--- src/logic/sac_pkg.sv ---
package sac_pkg;
  // Register byte addresses (word index times four)
  localparam logic [3:0] ADDR_CTRL0 = 4'h0;
  localparam logic [3:0] ADDR_CTRL1 = 4'h4;
  localparam logic [3:0] ADDR_RES_HI = 4'h8;
  localparam logic [3:0] ADDR_RES_LO = 4'hC;
  localparam int ADDR_W = 4;
  // converter_control_zero fields
  localparam int C0_ON = 0;
  localparam int C0_GO = 1;
  localparam int C0_CHS_LO = 2;
  localparam int C0_CHS_HI = 6;
  // converter_control_one fields
  localparam int C1_PREF_LO = 0;
  localparam int C1_PREF_HI = 1;
  localparam int C1_CS_LO = 4;
  localparam int C1_CS_HI = 6;
  localparam int C1_FM = 7;
  // Fifth word: reference_control_register bits, done flag, irq enables, sleep
  localparam logic [4:0] ADDR_REF = 5'h10;
  localparam int RF_TEMP_RANGE_SELECT = 4;
  localparam int RF_TEMP_SENSE_ENABLE = 5;
  localparam int RF_FLAG = 8;
  localparam int RF_IE = 9;
  localparam int RF_PERIPHERAL_IRQ_ENABLE = 10;
  localparam int RF_GIE = 11;
  localparam int RF_SLEEP = 12;
  // Channel codes
  localparam logic [4:0] CH_TEMP = 5'h1D;
  localparam logic [4:0] CH_DAC = 5'h1E;
  localparam logic [4:0] CH_FVR = 5'h1F;
  localparam logic [4:0] CH_AN_MAX = 5'h03;
  // Positive reference codes
  localparam logic [1:0] PREF_VDD = 2'h0;
  localparam logic [1:0] PREF_EXT = 2'h2;
  localparam logic [1:0] PREF_FVR = 2'h3;
  // Conversion timing: 11.5 periods = 23 half periods
  localparam int RES_BITS = 10;
  localparam logic [4:0] HALF_PERIODS = 5'h17;
  localparam logic [1:0] RC_CODE = 2'h3;
  typedef enum logic [1:0] {SAC_IDLE, SAC_DELAY, SAC_CONV} sac_state_t;
endpackage

--- src/logic/sac_top.sv ---
// Local design decisions: the Avalon-MM register port and the address map.
`timescale 1ns/100ps
`default_nettype none
module sac_top #(
  parameter int INSTR_CYCLES = 4
) (
  // Clock and reset
  input wire logic i_clk,
  input wire logic i_rst,
  // Avalon-MM slave
  input wire logic [sac_pkg::ADDR_W:0] i_address,
  input wire logic i_read,
  input wire logic i_write,
  input wire logic [31:0] i_writedata,
  output logic [31:0] o_readdata,
  output logic o_waitrequest,
  // Dedicated RC oscillator, asynchronous
  input wire logic i_rc_clk,
  // Comparator answer from the analog core, asynchronous
  input wire logic i_cmp_high,
  // Analog controls
  output logic [6:0] o_mux_onehot,
  output logic [9:0] o_dac_trial,
  output logic o_sample,
  output logic [2:0] o_pref_onehot,
  output logic o_temp_power,
  output logic o_temp_four_drops,
  // System events
  output logic o_irq,
  output logic o_wake,
  output logic o_vector
);
  logic on;
  logic go;
  logic [4:0] channel_select_field;
  logic [1:0] pref;
  logic [2:0] cs;
  logic fm;
  logic temp_sense_enable;
  logic temp_range_select;
  logic flag;
  logic ie;
  logic peripheral_irq_enable;
  logic global_irq_enable;
  logic sleep;
  logic [7:0] res_hi;
  logic [7:0] res_lo;
  logic [9:0] sar;
  logic [9:0] trial;
  logic [4:0] half_cnt;
  logic [5:0] div_cnt;
  logic [7:0] dly_cnt;
  logic [1:0] rc_sync;
  logic rc_prev;
  logic [1:0] cmp_sync;
  logic ack;
  logic tick;
  logic done;
  logic use_rc;
  logic [6:0] div_max;
  logic wr_go;
  logic clr_go;
  logic wr_ref;
  logic [6:0] next_mux;
  sac_pkg::sac_state_t state;

  // Both x11 codes pick the RC clock; the top bit only doubles the system divider
  assign use_rc = cs[1:0] == sac_pkg::RC_CODE;
  assign wr_go = ack && i_write && i_address[sac_pkg::ADDR_W:0] == {1'b0, sac_pkg::ADDR_CTRL0}
    && i_writedata[sac_pkg::C0_GO] && on && i_writedata[sac_pkg::C0_ON];
  assign clr_go = ack && i_write && i_address == {1'b0, sac_pkg::ADDR_CTRL0} && !i_writedata[sac_pkg::C0_GO];
  assign wr_ref = ack && i_write && i_address == sac_pkg::ADDR_REF;
  // Bit-clock divider on the raw system clock: 2,8,32 then x2 when bit 2 set
  always_comb begin
    unique case (cs[1:0])
      2'h0: div_max = 7'h02;
      2'h1: div_max = 7'h08;
      2'h2: div_max = 7'h20;
      default: div_max = 7'h02;
    endcase
    if (cs[2]) begin
      div_max = div_max << 1;
    end
  end
  // Half-period ticks; RC edges count both ways so 11.5 periods is 23 ticks
  assign tick = use_rc ? (rc_sync[1] != rc_prev) : ({1'b0, div_cnt} == div_max[6:1] - 7'h01);
  // A bit decision needs three clocks of comparator latency (trial register and two sync stages),
  // so a two-clock bit period decides on stale answers; only full-scale levels convert true there
  assign done = state == sac_pkg::SAC_CONV && tick && half_cnt == sac_pkg::HALF_PERIODS - 5'h01;

  always_ff @(posedge i_clk or posedge i_rst) begin
    if (i_rst) begin
      rc_sync <= 2'h0;
      rc_prev <= 1'b0;
    end else begin
      rc_sync <= {rc_sync[0], i_rc_clk};
      rc_prev <= rc_sync[1];
    end
  end

  // Comparator answer is asynchronous to the system clock
  always_ff @(posedge i_clk or posedge i_rst) begin
    if (i_rst) begin
      cmp_sync <= 2'h0;
    end else begin
      cmp_sync <= {cmp_sync[0], i_cmp_high};
    end
  end

  always_ff @(posedge i_clk or posedge i_rst) begin
    if (i_rst) begin
      div_cnt <= 6'h00;
    // Restarts on entry so the first bit decision waits a full bit period
    end else if (state != sac_pkg::SAC_CONV || tick) begin
      div_cnt <= 6'h00;
    end else begin
      div_cnt <= div_cnt + 6'h01;
    end
  end

  // Bus slave: one wait cycle, then ack
  // Writes land at the acknowledge edge, while the master still holds the request
  always_ff @(posedge i_clk or posedge i_rst) begin
    if (i_rst) begin
      ack <= 1'b0;
      o_waitrequest <= 1'b1;
    end else begin
      ack <= (i_read || i_write) && !ack;
      o_waitrequest <= !((i_read || i_write) && !ack);
    end
  end

  always_ff @(posedge i_clk or posedge i_rst) begin
    if (i_rst) begin
      on <= 1'b0;
      channel_select_field <= 5'h00;
      pref <= sac_pkg::PREF_VDD;
      cs <= 3'h0;
      fm <= 1'b0;
      temp_sense_enable <= 1'b0;
      temp_range_select <= 1'b0;
      ie <= 1'b0;
      peripheral_irq_enable <= 1'b0;
      global_irq_enable <= 1'b0;
      sleep <= 1'b0;
    end else begin
      if (ack && i_write) begin
        unique case (i_address)
          {1'b0, sac_pkg::ADDR_CTRL0}: begin
            on <= i_writedata[sac_pkg::C0_ON];
            channel_select_field <= i_writedata[sac_pkg::C0_CHS_HI:sac_pkg::C0_CHS_LO];
          end
          {1'b0, sac_pkg::ADDR_CTRL1}: begin
            pref <= i_writedata[sac_pkg::C1_PREF_HI:sac_pkg::C1_PREF_LO];
            cs <= i_writedata[sac_pkg::C1_CS_HI:sac_pkg::C1_CS_LO];
            fm <= i_writedata[sac_pkg::C1_FM];
          end
          sac_pkg::ADDR_REF: begin
            temp_sense_enable <= i_writedata[sac_pkg::RF_TEMP_SENSE_ENABLE];
            temp_range_select <= i_writedata[sac_pkg::RF_TEMP_RANGE_SELECT];
            ie <= i_writedata[sac_pkg::RF_IE];
            peripheral_irq_enable <= i_writedata[sac_pkg::RF_PERIPHERAL_IRQ_ENABLE];
            global_irq_enable <= i_writedata[sac_pkg::RF_GIE];
            sleep <= i_writedata[sac_pkg::RF_SLEEP];
          end
          default: begin
          end
        endcase
      end
      if (o_wake) begin
        sleep <= 1'b0;
      end
    end
  end

  // Done flag: set wins over a software clear in the same cycle
  always_ff @(posedge i_clk or posedge i_rst) begin
    if (i_rst) begin
      flag <= 1'b0;
    end else if (done) begin
      flag <= 1'b1;
    end else if (wr_ref && !i_writedata[sac_pkg::RF_FLAG]) begin
      flag <= 1'b0;
    end
  end

  // Conversion sequencer
  always_ff @(posedge i_clk or posedge i_rst) begin
    if (i_rst) begin
      state <= sac_pkg::SAC_IDLE;
      go <= 1'b0;
      half_cnt <= 5'h00;
      dly_cnt <= 8'h00;
      sar <= 10'h000;
      trial <= 10'h000;
      res_hi <= 8'h00;
      res_lo <= 8'h00;
    end else begin
      unique case (state)
        sac_pkg::SAC_IDLE: begin
          if (wr_go) begin
            go <= 1'b1;
            // Extra start delay lets the sleep request land before an RC conversion begins
            dly_cnt <= use_rc ? 8'(INSTR_CYCLES) : 8'h00;
            state <= sac_pkg::SAC_DELAY;
          end
        end
        sac_pkg::SAC_DELAY: begin
          if (dly_cnt != 8'h00) begin
            dly_cnt <= dly_cnt - 8'h01;
          end else begin
            half_cnt <= 5'h00;
            sar <= 10'h000;
            trial <= 10'h200;
            state <= sac_pkg::SAC_CONV;
          end
        end
        sac_pkg::SAC_CONV: begin
          if (tick) begin
            half_cnt <= half_cnt + 5'h01;
            // Odd ticks past the sample half decide one bit, MSB first
            if (half_cnt[0] && trial != 10'h000) begin
              if (!cmp_sync[1]) begin
                sar <= sar | trial;
              end
              trial <= trial >> 1;
            end
          end
          if (done) begin
            go <= 1'b0;
            state <= sac_pkg::SAC_IDLE;
            if (fm) begin
              res_hi <= {6'h00, sar[9:8]};
              res_lo <= sar[7:0];
            end else begin
              res_hi <= sar[9:2];
              res_lo <= {sar[1:0], 6'h00};
            end
          end
        end
        default: state <= sac_pkg::SAC_IDLE;
      endcase
      // Software abort or a sleep without the RC clock ends the conversion early
      // Undecided bits of a partial result read as zero
      if (state != sac_pkg::SAC_IDLE && !done && (clr_go || !on || (sleep && !use_rc))) begin
        go <= 1'b0;
        state <= sac_pkg::SAC_IDLE;
        if (state == sac_pkg::SAC_CONV) begin
          res_hi <= fm ? {6'h00, sar[9:8]} : sar[9:2];
          res_lo <= fm ? sar[7:0] : {sar[1:0], 6'h00};
        end
      end
    end
  end

  // Source select; a reserved code or a switched-off converter connects nothing
  always_comb begin
    next_mux = 7'h00;
    if (on) begin
      if (channel_select_field <= sac_pkg::CH_AN_MAX) begin
        next_mux[channel_select_field[1:0]] = 1'b1;
      end else if (channel_select_field == sac_pkg::CH_TEMP) begin
        next_mux[4] = 1'b1;
      end else if (channel_select_field == sac_pkg::CH_DAC) begin
        next_mux[5] = 1'b1;
      end else if (channel_select_field == sac_pkg::CH_FVR) begin
        next_mux[6] = 1'b1;
      end
    end
  end

  // Analog controls, all registered
  always_ff @(posedge i_clk or posedge i_rst) begin
    if (i_rst) begin
      o_mux_onehot <= 7'h00;
      o_dac_trial <= 10'h000;
      o_sample <= 1'b0;
      o_pref_onehot <= 3'h0;
      o_temp_power <= 1'b0;
      o_temp_four_drops <= 1'b0;
    end else begin
      o_mux_onehot <= next_mux;
      o_dac_trial <= sar | trial;
      o_sample <= on && state != sac_pkg::SAC_CONV;
      o_pref_onehot <= {pref == sac_pkg::PREF_FVR, pref == sac_pkg::PREF_EXT, pref == sac_pkg::PREF_VDD};
      o_temp_power <= temp_sense_enable;
      // Range select only reaches the indicator while it is powered
      o_temp_four_drops <= temp_sense_enable && temp_range_select;
    end
  end

  // System events
  always_ff @(posedge i_clk or posedge i_rst) begin
    if (i_rst) begin
      o_irq <= 1'b0;
      o_wake <= 1'b0;
      o_vector <= 1'b0;
    end else begin
      o_irq <= flag && ie;
      o_wake <= done && ie && sleep;
      o_vector <= flag && ie && peripheral_irq_enable && global_irq_enable;
    end
  end

  // Read data is loaded as the request is taken, so it already stands
  // at the edge where the master sees waitrequest low
  always_ff @(posedge i_clk or posedge i_rst) begin
    if (i_rst) begin
      o_readdata <= 32'h00000000;
    end else if (i_read && !ack) begin
      unique case (i_address)
        {1'b0, sac_pkg::ADDR_CTRL0}: o_readdata <= {25'h0, channel_select_field, go, on};
        {1'b0, sac_pkg::ADDR_CTRL1}: o_readdata <= {24'h0, fm, cs, 2'h0, pref};
        {1'b0, sac_pkg::ADDR_RES_HI}: o_readdata <= {24'h0, res_hi};
        {1'b0, sac_pkg::ADDR_RES_LO}: o_readdata <= {24'h0, res_lo};
        sac_pkg::ADDR_REF: o_readdata <= {19'h0, sleep, global_irq_enable, peripheral_irq_enable, ie, flag, 2'h0, temp_sense_enable, temp_range_select, 4'h0};
        default: o_readdata <= 32'h00000000;
      endcase
    end
  end
endmodule
`default_nettype wire

--- config.mk ---
export PLATFORM = sky130hd
export DESIGN_NAME = sac_top
export DESIGN_NICKNAME = d
export VERILOG_FILES = /design/src/logic/sac_pkg.sv /design/src/logic/sac_top.sv
export SDC_FILE = /design/constraint.sdc
export NUM_CORES = 1
export LEC_CHECK = 0
export BUFFER_PORTS_ARGS = -buffer_cell sky130_fd_sc_hd__buf_4
export CAP_MARGIN = 10
export CORE_MARGIN = 2
export CORE_UTILIZATION = 45
export CTS_BUF_LIST = sky130_fd_sc_hd__clkbuf_8
export DETAILED_ROUTE_END_ITERATION = 10
export GPL_TIMING_DRIVEN = 0
export PLACE_DENSITY = 0.67
export SLEW_MARGIN = 0
export SYNTH_ARGS = -nofsm -noshare
export SYNTH_HDL_FRONTEND = slang
export SYNTH_SLANG_ARGS = --single-unit
--- constraint.sdc ---
create_clock -name i_clk -period 12.8 [get_ports i_clk]
set_input_delay 2.56 -clock i_clk [delete_from_list [all_inputs] [get_ports i_clk]]
set_output_delay 2.56 -clock i_clk [all_outputs]
set_load 0.005 [all_outputs]
Word level (Yosys, flattened, before mapping)
Index checks and enable logic that the tools add are counted.
{"block": "classes", "add_sub_neg": 4, "multipliers": 0, "n_div": 0, "n_lt_le_gt_ge": 3, "n_eq_ne": 27, "n_shift": 0, "n_mux": 55, "bitwise_logic": 1, "n_reduce_logical": 57}
{"op": "2-to-1 mux 8 bit", "count": 12}
{"op": "2-to-1 mux 10 bit", "count": 7}
{"op": "case mux 13 bit (5 select lines)", "count": 1}
{"op": "case mux 10 bit (2 select lines)", "count": 2}
{"op": "equality test 5 bit (second input constant)", "count": 5}
{"op": "logical AND 1 bit", "count": 24}
{"op": "case mux 8 bit (2 select lines)", "count": 1}
{"op": "2-to-1 mux 1 bit", "count": 14}
{"op": "2-to-1 mux 7 bit", "count": 2}
{"op": "inequality test 2 bit (second input constant)", "count": 7}
{"op": "case mux 6 bit (2 select lines)", "count": 1}
{"op": "AND reduction 3 bit", "count": 4}
{"op": "nonzero test 2 bit", "count": 6}
{"op": "equality test 2 bit (second input constant)", "count": 5}
{"op": "equality test 5 x 4 -> 1 bit (second input constant)", "count": 2}
{"op": "2-to-1 mux 2 bit", "count": 5}
{"op": "2-to-1 mux 5 bit", "count": 2}
{"op": "bitwise OR 10 bit", "count": 1}
{"op": "case mux 5 bit (2 select lines)", "count": 1}
{"op": "nonzero test 10 bit", "count": 1}
{"op": "inequality test 3 bit (second input constant)", "count": 3}
{"op": "AND reduction 2 bit", "count": 4}
{"op": "nonzero test 8 bit", "count": 1}
{"op": "subtractor 8 x 1 -> 8 bit (second input constant)", "count": 1}
{"op": "other kinds (23)", "count": 35}
{"block": "totals", "register_bits": 142, "latchBits": 0, "ram_bits": 0, "rom_bits": 0, "inputBits": 43, "output_inout_bits": 59, "wordCells": 183, "n_memories": 0}

Longest topological paths before layout
{"block": "logic_depth", "ltp_word": 13, "mapped_depth": 12}

Worst setup path before layout
Ideal clock, no wire load.
{"block": "synth_timing", "kind": "in2reg", "from": "input port i_address[3] in the netlist's numbering", "to": "register res_hi[3]", "setup_ns": 0.125, "t_arrival_ns": 4.176, "t_required_ns": 12.675, "setup_slack_ns": 8.499, "path_stages": 9, "cell_sequence": "buf_4 > nor2_2 > nand4_4 > o221ai_1 > a22o_1 > a31o_1 > buf_6 > buf_12 > mux2_4"}
{"block": "synth_between", "elab_chain_len": 7}
{"element": "start, declared", "line_no": "sac_top.sv:11", "source": "input wire logic [sac_pkg::ADDR_W:0] i_address,"}
{"element": "zero test 5 bit", "line_no": "sac_top.sv:71", "source": "assign clr_go = ack && i_write && i_address == {1'b0, sac_pkg::ADDR_CTRL0} && !i_writedata[sac_pkg::C0_GO];"}
{"element": "logical AND 1 bit (2 in series)", "line_no": "sac_top.sv:71"}
{"element": "logical OR 1 bit (2 in series)", "line_no": "sac_top.sv:245", "source": "if (state != sac_pkg::SAC_IDLE && !done && (clr_go || !on || (sleep && !use_rc))) begin"}
{"element": "logical AND 1 bit", "line_no": "sac_top.sv:245"}
{"element": "2-to-1 mux 8 bit", "line_no": "sac_top.sv:245"}
{"element": "end signal, assigned", "line_no": "sac_top.sv:233", "source": "res_hi <= {6'h00, sar[9:8]};"}
{"element": "end signal, assigned", "line_no": "sac_top.sv:236", "source": "res_hi <= sar[9:2];"}
{"element": "end signal, assigned", "line_no": "sac_top.sv:249", "source": "res_hi <= fm ? {6'h00, sar[9:8]} : sar[9:2];"}
{"element": "end, declared", "line_no": "sac_top.sv:46", "source": "logic [7:0] res_hi;"}
Every way passes these cells.
A chain may end at the register's enable or synchronous reset.

Final worst setup path
{"block": "layout_timing", "from": "input port i_address[1] in the netlist's numbering", "to": "register res_hi[6]"}
Same word-level chain as after synthesis.

==> impl_metrics.ini <==
[cells_and_area]
n_fill_cell = 1084
antenna_cells = 0
seqCellArea_sq_um = 3079
drive_gt1_frac = 0.3249
nNetsFinal = 635
area_growth_pct = 21.19
instances_no_fill = 766
multi_input_area_sq_um = 2405

[route]
wl_per_cell_microns = 15.63
drt_iter0_markers = 285
postRouteAntennaNets = 0
drt_pass1_iterations = 6
drc = 0
via_per_inst = 5.094
route.vias.total = 3902
wl_mm = 11.97

[timing]
rsz0062_at_grt = no
worstMarginPinSlew_ns = 0.7884
finalHoldViolCount = 0
tns_ns = 0
period_minus_slack_ns = 4.218
drv_slew = 0
slew-limit-headroom = 0.4719
timing.final.crit_share = 0.3295
finClkSkew_ns = 0.01061
setup_viol = 0
max_freq_ghz = 0.2371
timing.final.ws_setup_ns = 8.582

[synthesis]
ys.flop_type = dfrtp_1
syn_area_sq_um = 5741
synth-edff-count = 0
synth-seq-cells = 123
yosysWarnings = 0
yosysSeqAreaShare = 0.5364
synthArstFlopShare = 1.000
syn_avg_cell_area_sq_um = 11.91
synth_area_leaders = dfrtp_1 (53%), mux2_2 (5.9%), buf_4 (3.0%)
yosysTopAreaCell = dfrtp_1
syn_inst = 482
ys_types = 72
yosysMostFrequentCell = dfrtp_1
synth_commonest_cells = dfrtp_1 (122), nand2_1 (38), nor2_1 (33), mux2_2 (30), buf_4 (23)
yosysTopAreaCellShare = 0.5318

[clocking]
cts_buffers = 17
clock-sinks = 123
post_cts_buffers = 0
path_clk_slew_ns = 0.08
clk_latency_ns = 0.44
cts_resized = 0
cts-root-buf = clkbuf_8
htreeDepth = 4
ctsHoldBuffers = 0
cts_buffer_depth = 2
cts_tree = done

[job]
maxCapViolCount = 0

[pwr]
pwr-share-clk = 0.417
p_leak_uw = 0.003325
p_sw_uw = 236.9
p_sw_frac = 0.2598
max-vdd-ir-drop_uv = 47.29
p_seq_frac = 0.460
finalPower_uw = 911.7
combPwrFrac = 0.123
p_per_area_nw_per_um2 = 131.1
intPower_uw = 674.8

[run_status]
status = complete, no violations

[grt]
grt_pass1_wl_mm = 19.83
grt_pass1_vias = 3902
gr-usage-all-layers = 0.1896
grt_max_degree = 104
gr-total-overflow = 0
grt_antenna_before_repair = 0

[floorplanning]
core_sq_um = 12520
die_area_sq_um = 13680
start_util = 0.4586
die_h_microns = 116.9
rows = 41
ios = 102
fp.dieW_microns = 116.9

[worst_setup_path]
cp.arrival_ns = 4.54
crit_start = i_address[1]
r2r_end = res_hi[6]
endpoint = res_hi[6]
r2r_slack_ns = 9.40
worstSetupPathType = input port to flop
start_kind = input port
cp-end-kind = flop
crit_required_ns = 13.12
crit_fanout = 10
r2r_cells = 12
r2r_start = cs[0]

[place]
place_congestion = 0.7885
portBuffers = 61
place_inst = 734
post-dp-hpwl_mm = 8.637
place_ws_ns = 8.134

[worst_hold_path]
min_path_type = flop to flop
## state kept, by name (all words and copies together), names as in the netlist, 5 cells and up
register              cells
res_lo                    8
o_readdata               13
div_cnt                   6
trial                    10
sar                      10
res_hi                    8
dly_cnt                   8
o_dac_trial              10
channel_select_field      5
half_cnt                  5
o_mux_onehot              7
## cells by family (layout without fill, tap and decap cells)
kind of cell | after synthesis | in the layout | share of synthesized area
AO/OA/AOI/OAI | 80 | 80 | 0.1083
XOR/XNOR | 13 | 13 | 0.02223
adder cells (fa/ha/maj) | 11 | 11 | 0.02398
buffers and inverters | 55 | 149 | 0.05645
flip-flops | 123 | 123 | 0.5364
multiplexers | 50 | 50 | 0.1081
other | 1 | 19 | 0.0006533
AND/OR/NAND/NOR | 149 | 149 | 0.1439
## final cells by class
type	instances	area share
repair buffers	62	0.06978
multi-input cells	322	0.3457
flip-flops and latches	123	0.4426
plain buffers	32	0.03417
clock inverters	14	0.02806
well taps	172	0.03094
clock buffers	18	0.03561
inverters	23	0.01313
## stage by stage
step / utilization / area [sq um] / hold WS (ns)
2_1_floorplan: - / 5808 / 0.3312
3_3_place_gp: 0.5178 / 6481 / 0.3327
3_5_place_dp: 0.5204 / 6514 / 0.3364
4_1_cts: 0.5558 / 6957 / 0.3545
5_1_grt: 0.5558 / 6957 / 0.3605
6_report: 0.5558 / 6957 / 0.3564
## per-layer routing
layer  global-route usage  part of all wire
met3              0.04995             0.056
met4              0.06510             0.016
met1               0.2484              0.45
met2               0.3075              0.48
met5                    0                 0
## power by group through the flow
stage | Sequential, uW | Combinational (uW) | Clock, uW
after floorplan | 422 | 80.1 | 0
after global placement | 427 | 107 | 0
after detailed placement | 427 | 112 | 0
after CTS | 420 | 113 | 385
after global routing | 422 | 126 | 404
final | 419 | 112 | 380
## how the worst min path moves through the flow
stage | from | endpoint | cells past startpoint
floorplan | cmp_sync[0] | cmp_sync[1] | 0
global placement | rc_sync[0] | rc_sync[1] | 0
detailed placement | rc_sync[0] | rc_sync[1] | 0
CTS | rc_sync[0] | rc_sync[1] | 0
global route | rc_sync[0] | rc_sync[1] | 0
finish | rc_sync[0] | rc_sync[1] | 0
## cells in the final DEF, fill, tap and decap left out, types with 13 or more instances in the layout
cell type / netlist / layout
nor2b_1: 13 / 13
nand2_1: 38 / 38
dfrtp_1: 122 / 122
o21ai_0: 19 / 19
clkbuf_8: 0 / 18
mux2_2: 30 / 30
conb_1: 1 / 19
buf_4: 23 / 84
inv_1: 22 / 22
nor2_1: 33 / 33
a22o_1: 13 / 13
## worst max-delay path, cell delays in order
cell	delay, ns
buf_4	0.13
nor3_4	0.31
nand4_4	0.24
o221ai_1	0.34
a22o_1	0.20
a31o_1	0.15
buf_6	0.15
buf_12	0.14
mux2_4	0.30
(Power assumes the default switching activity.)
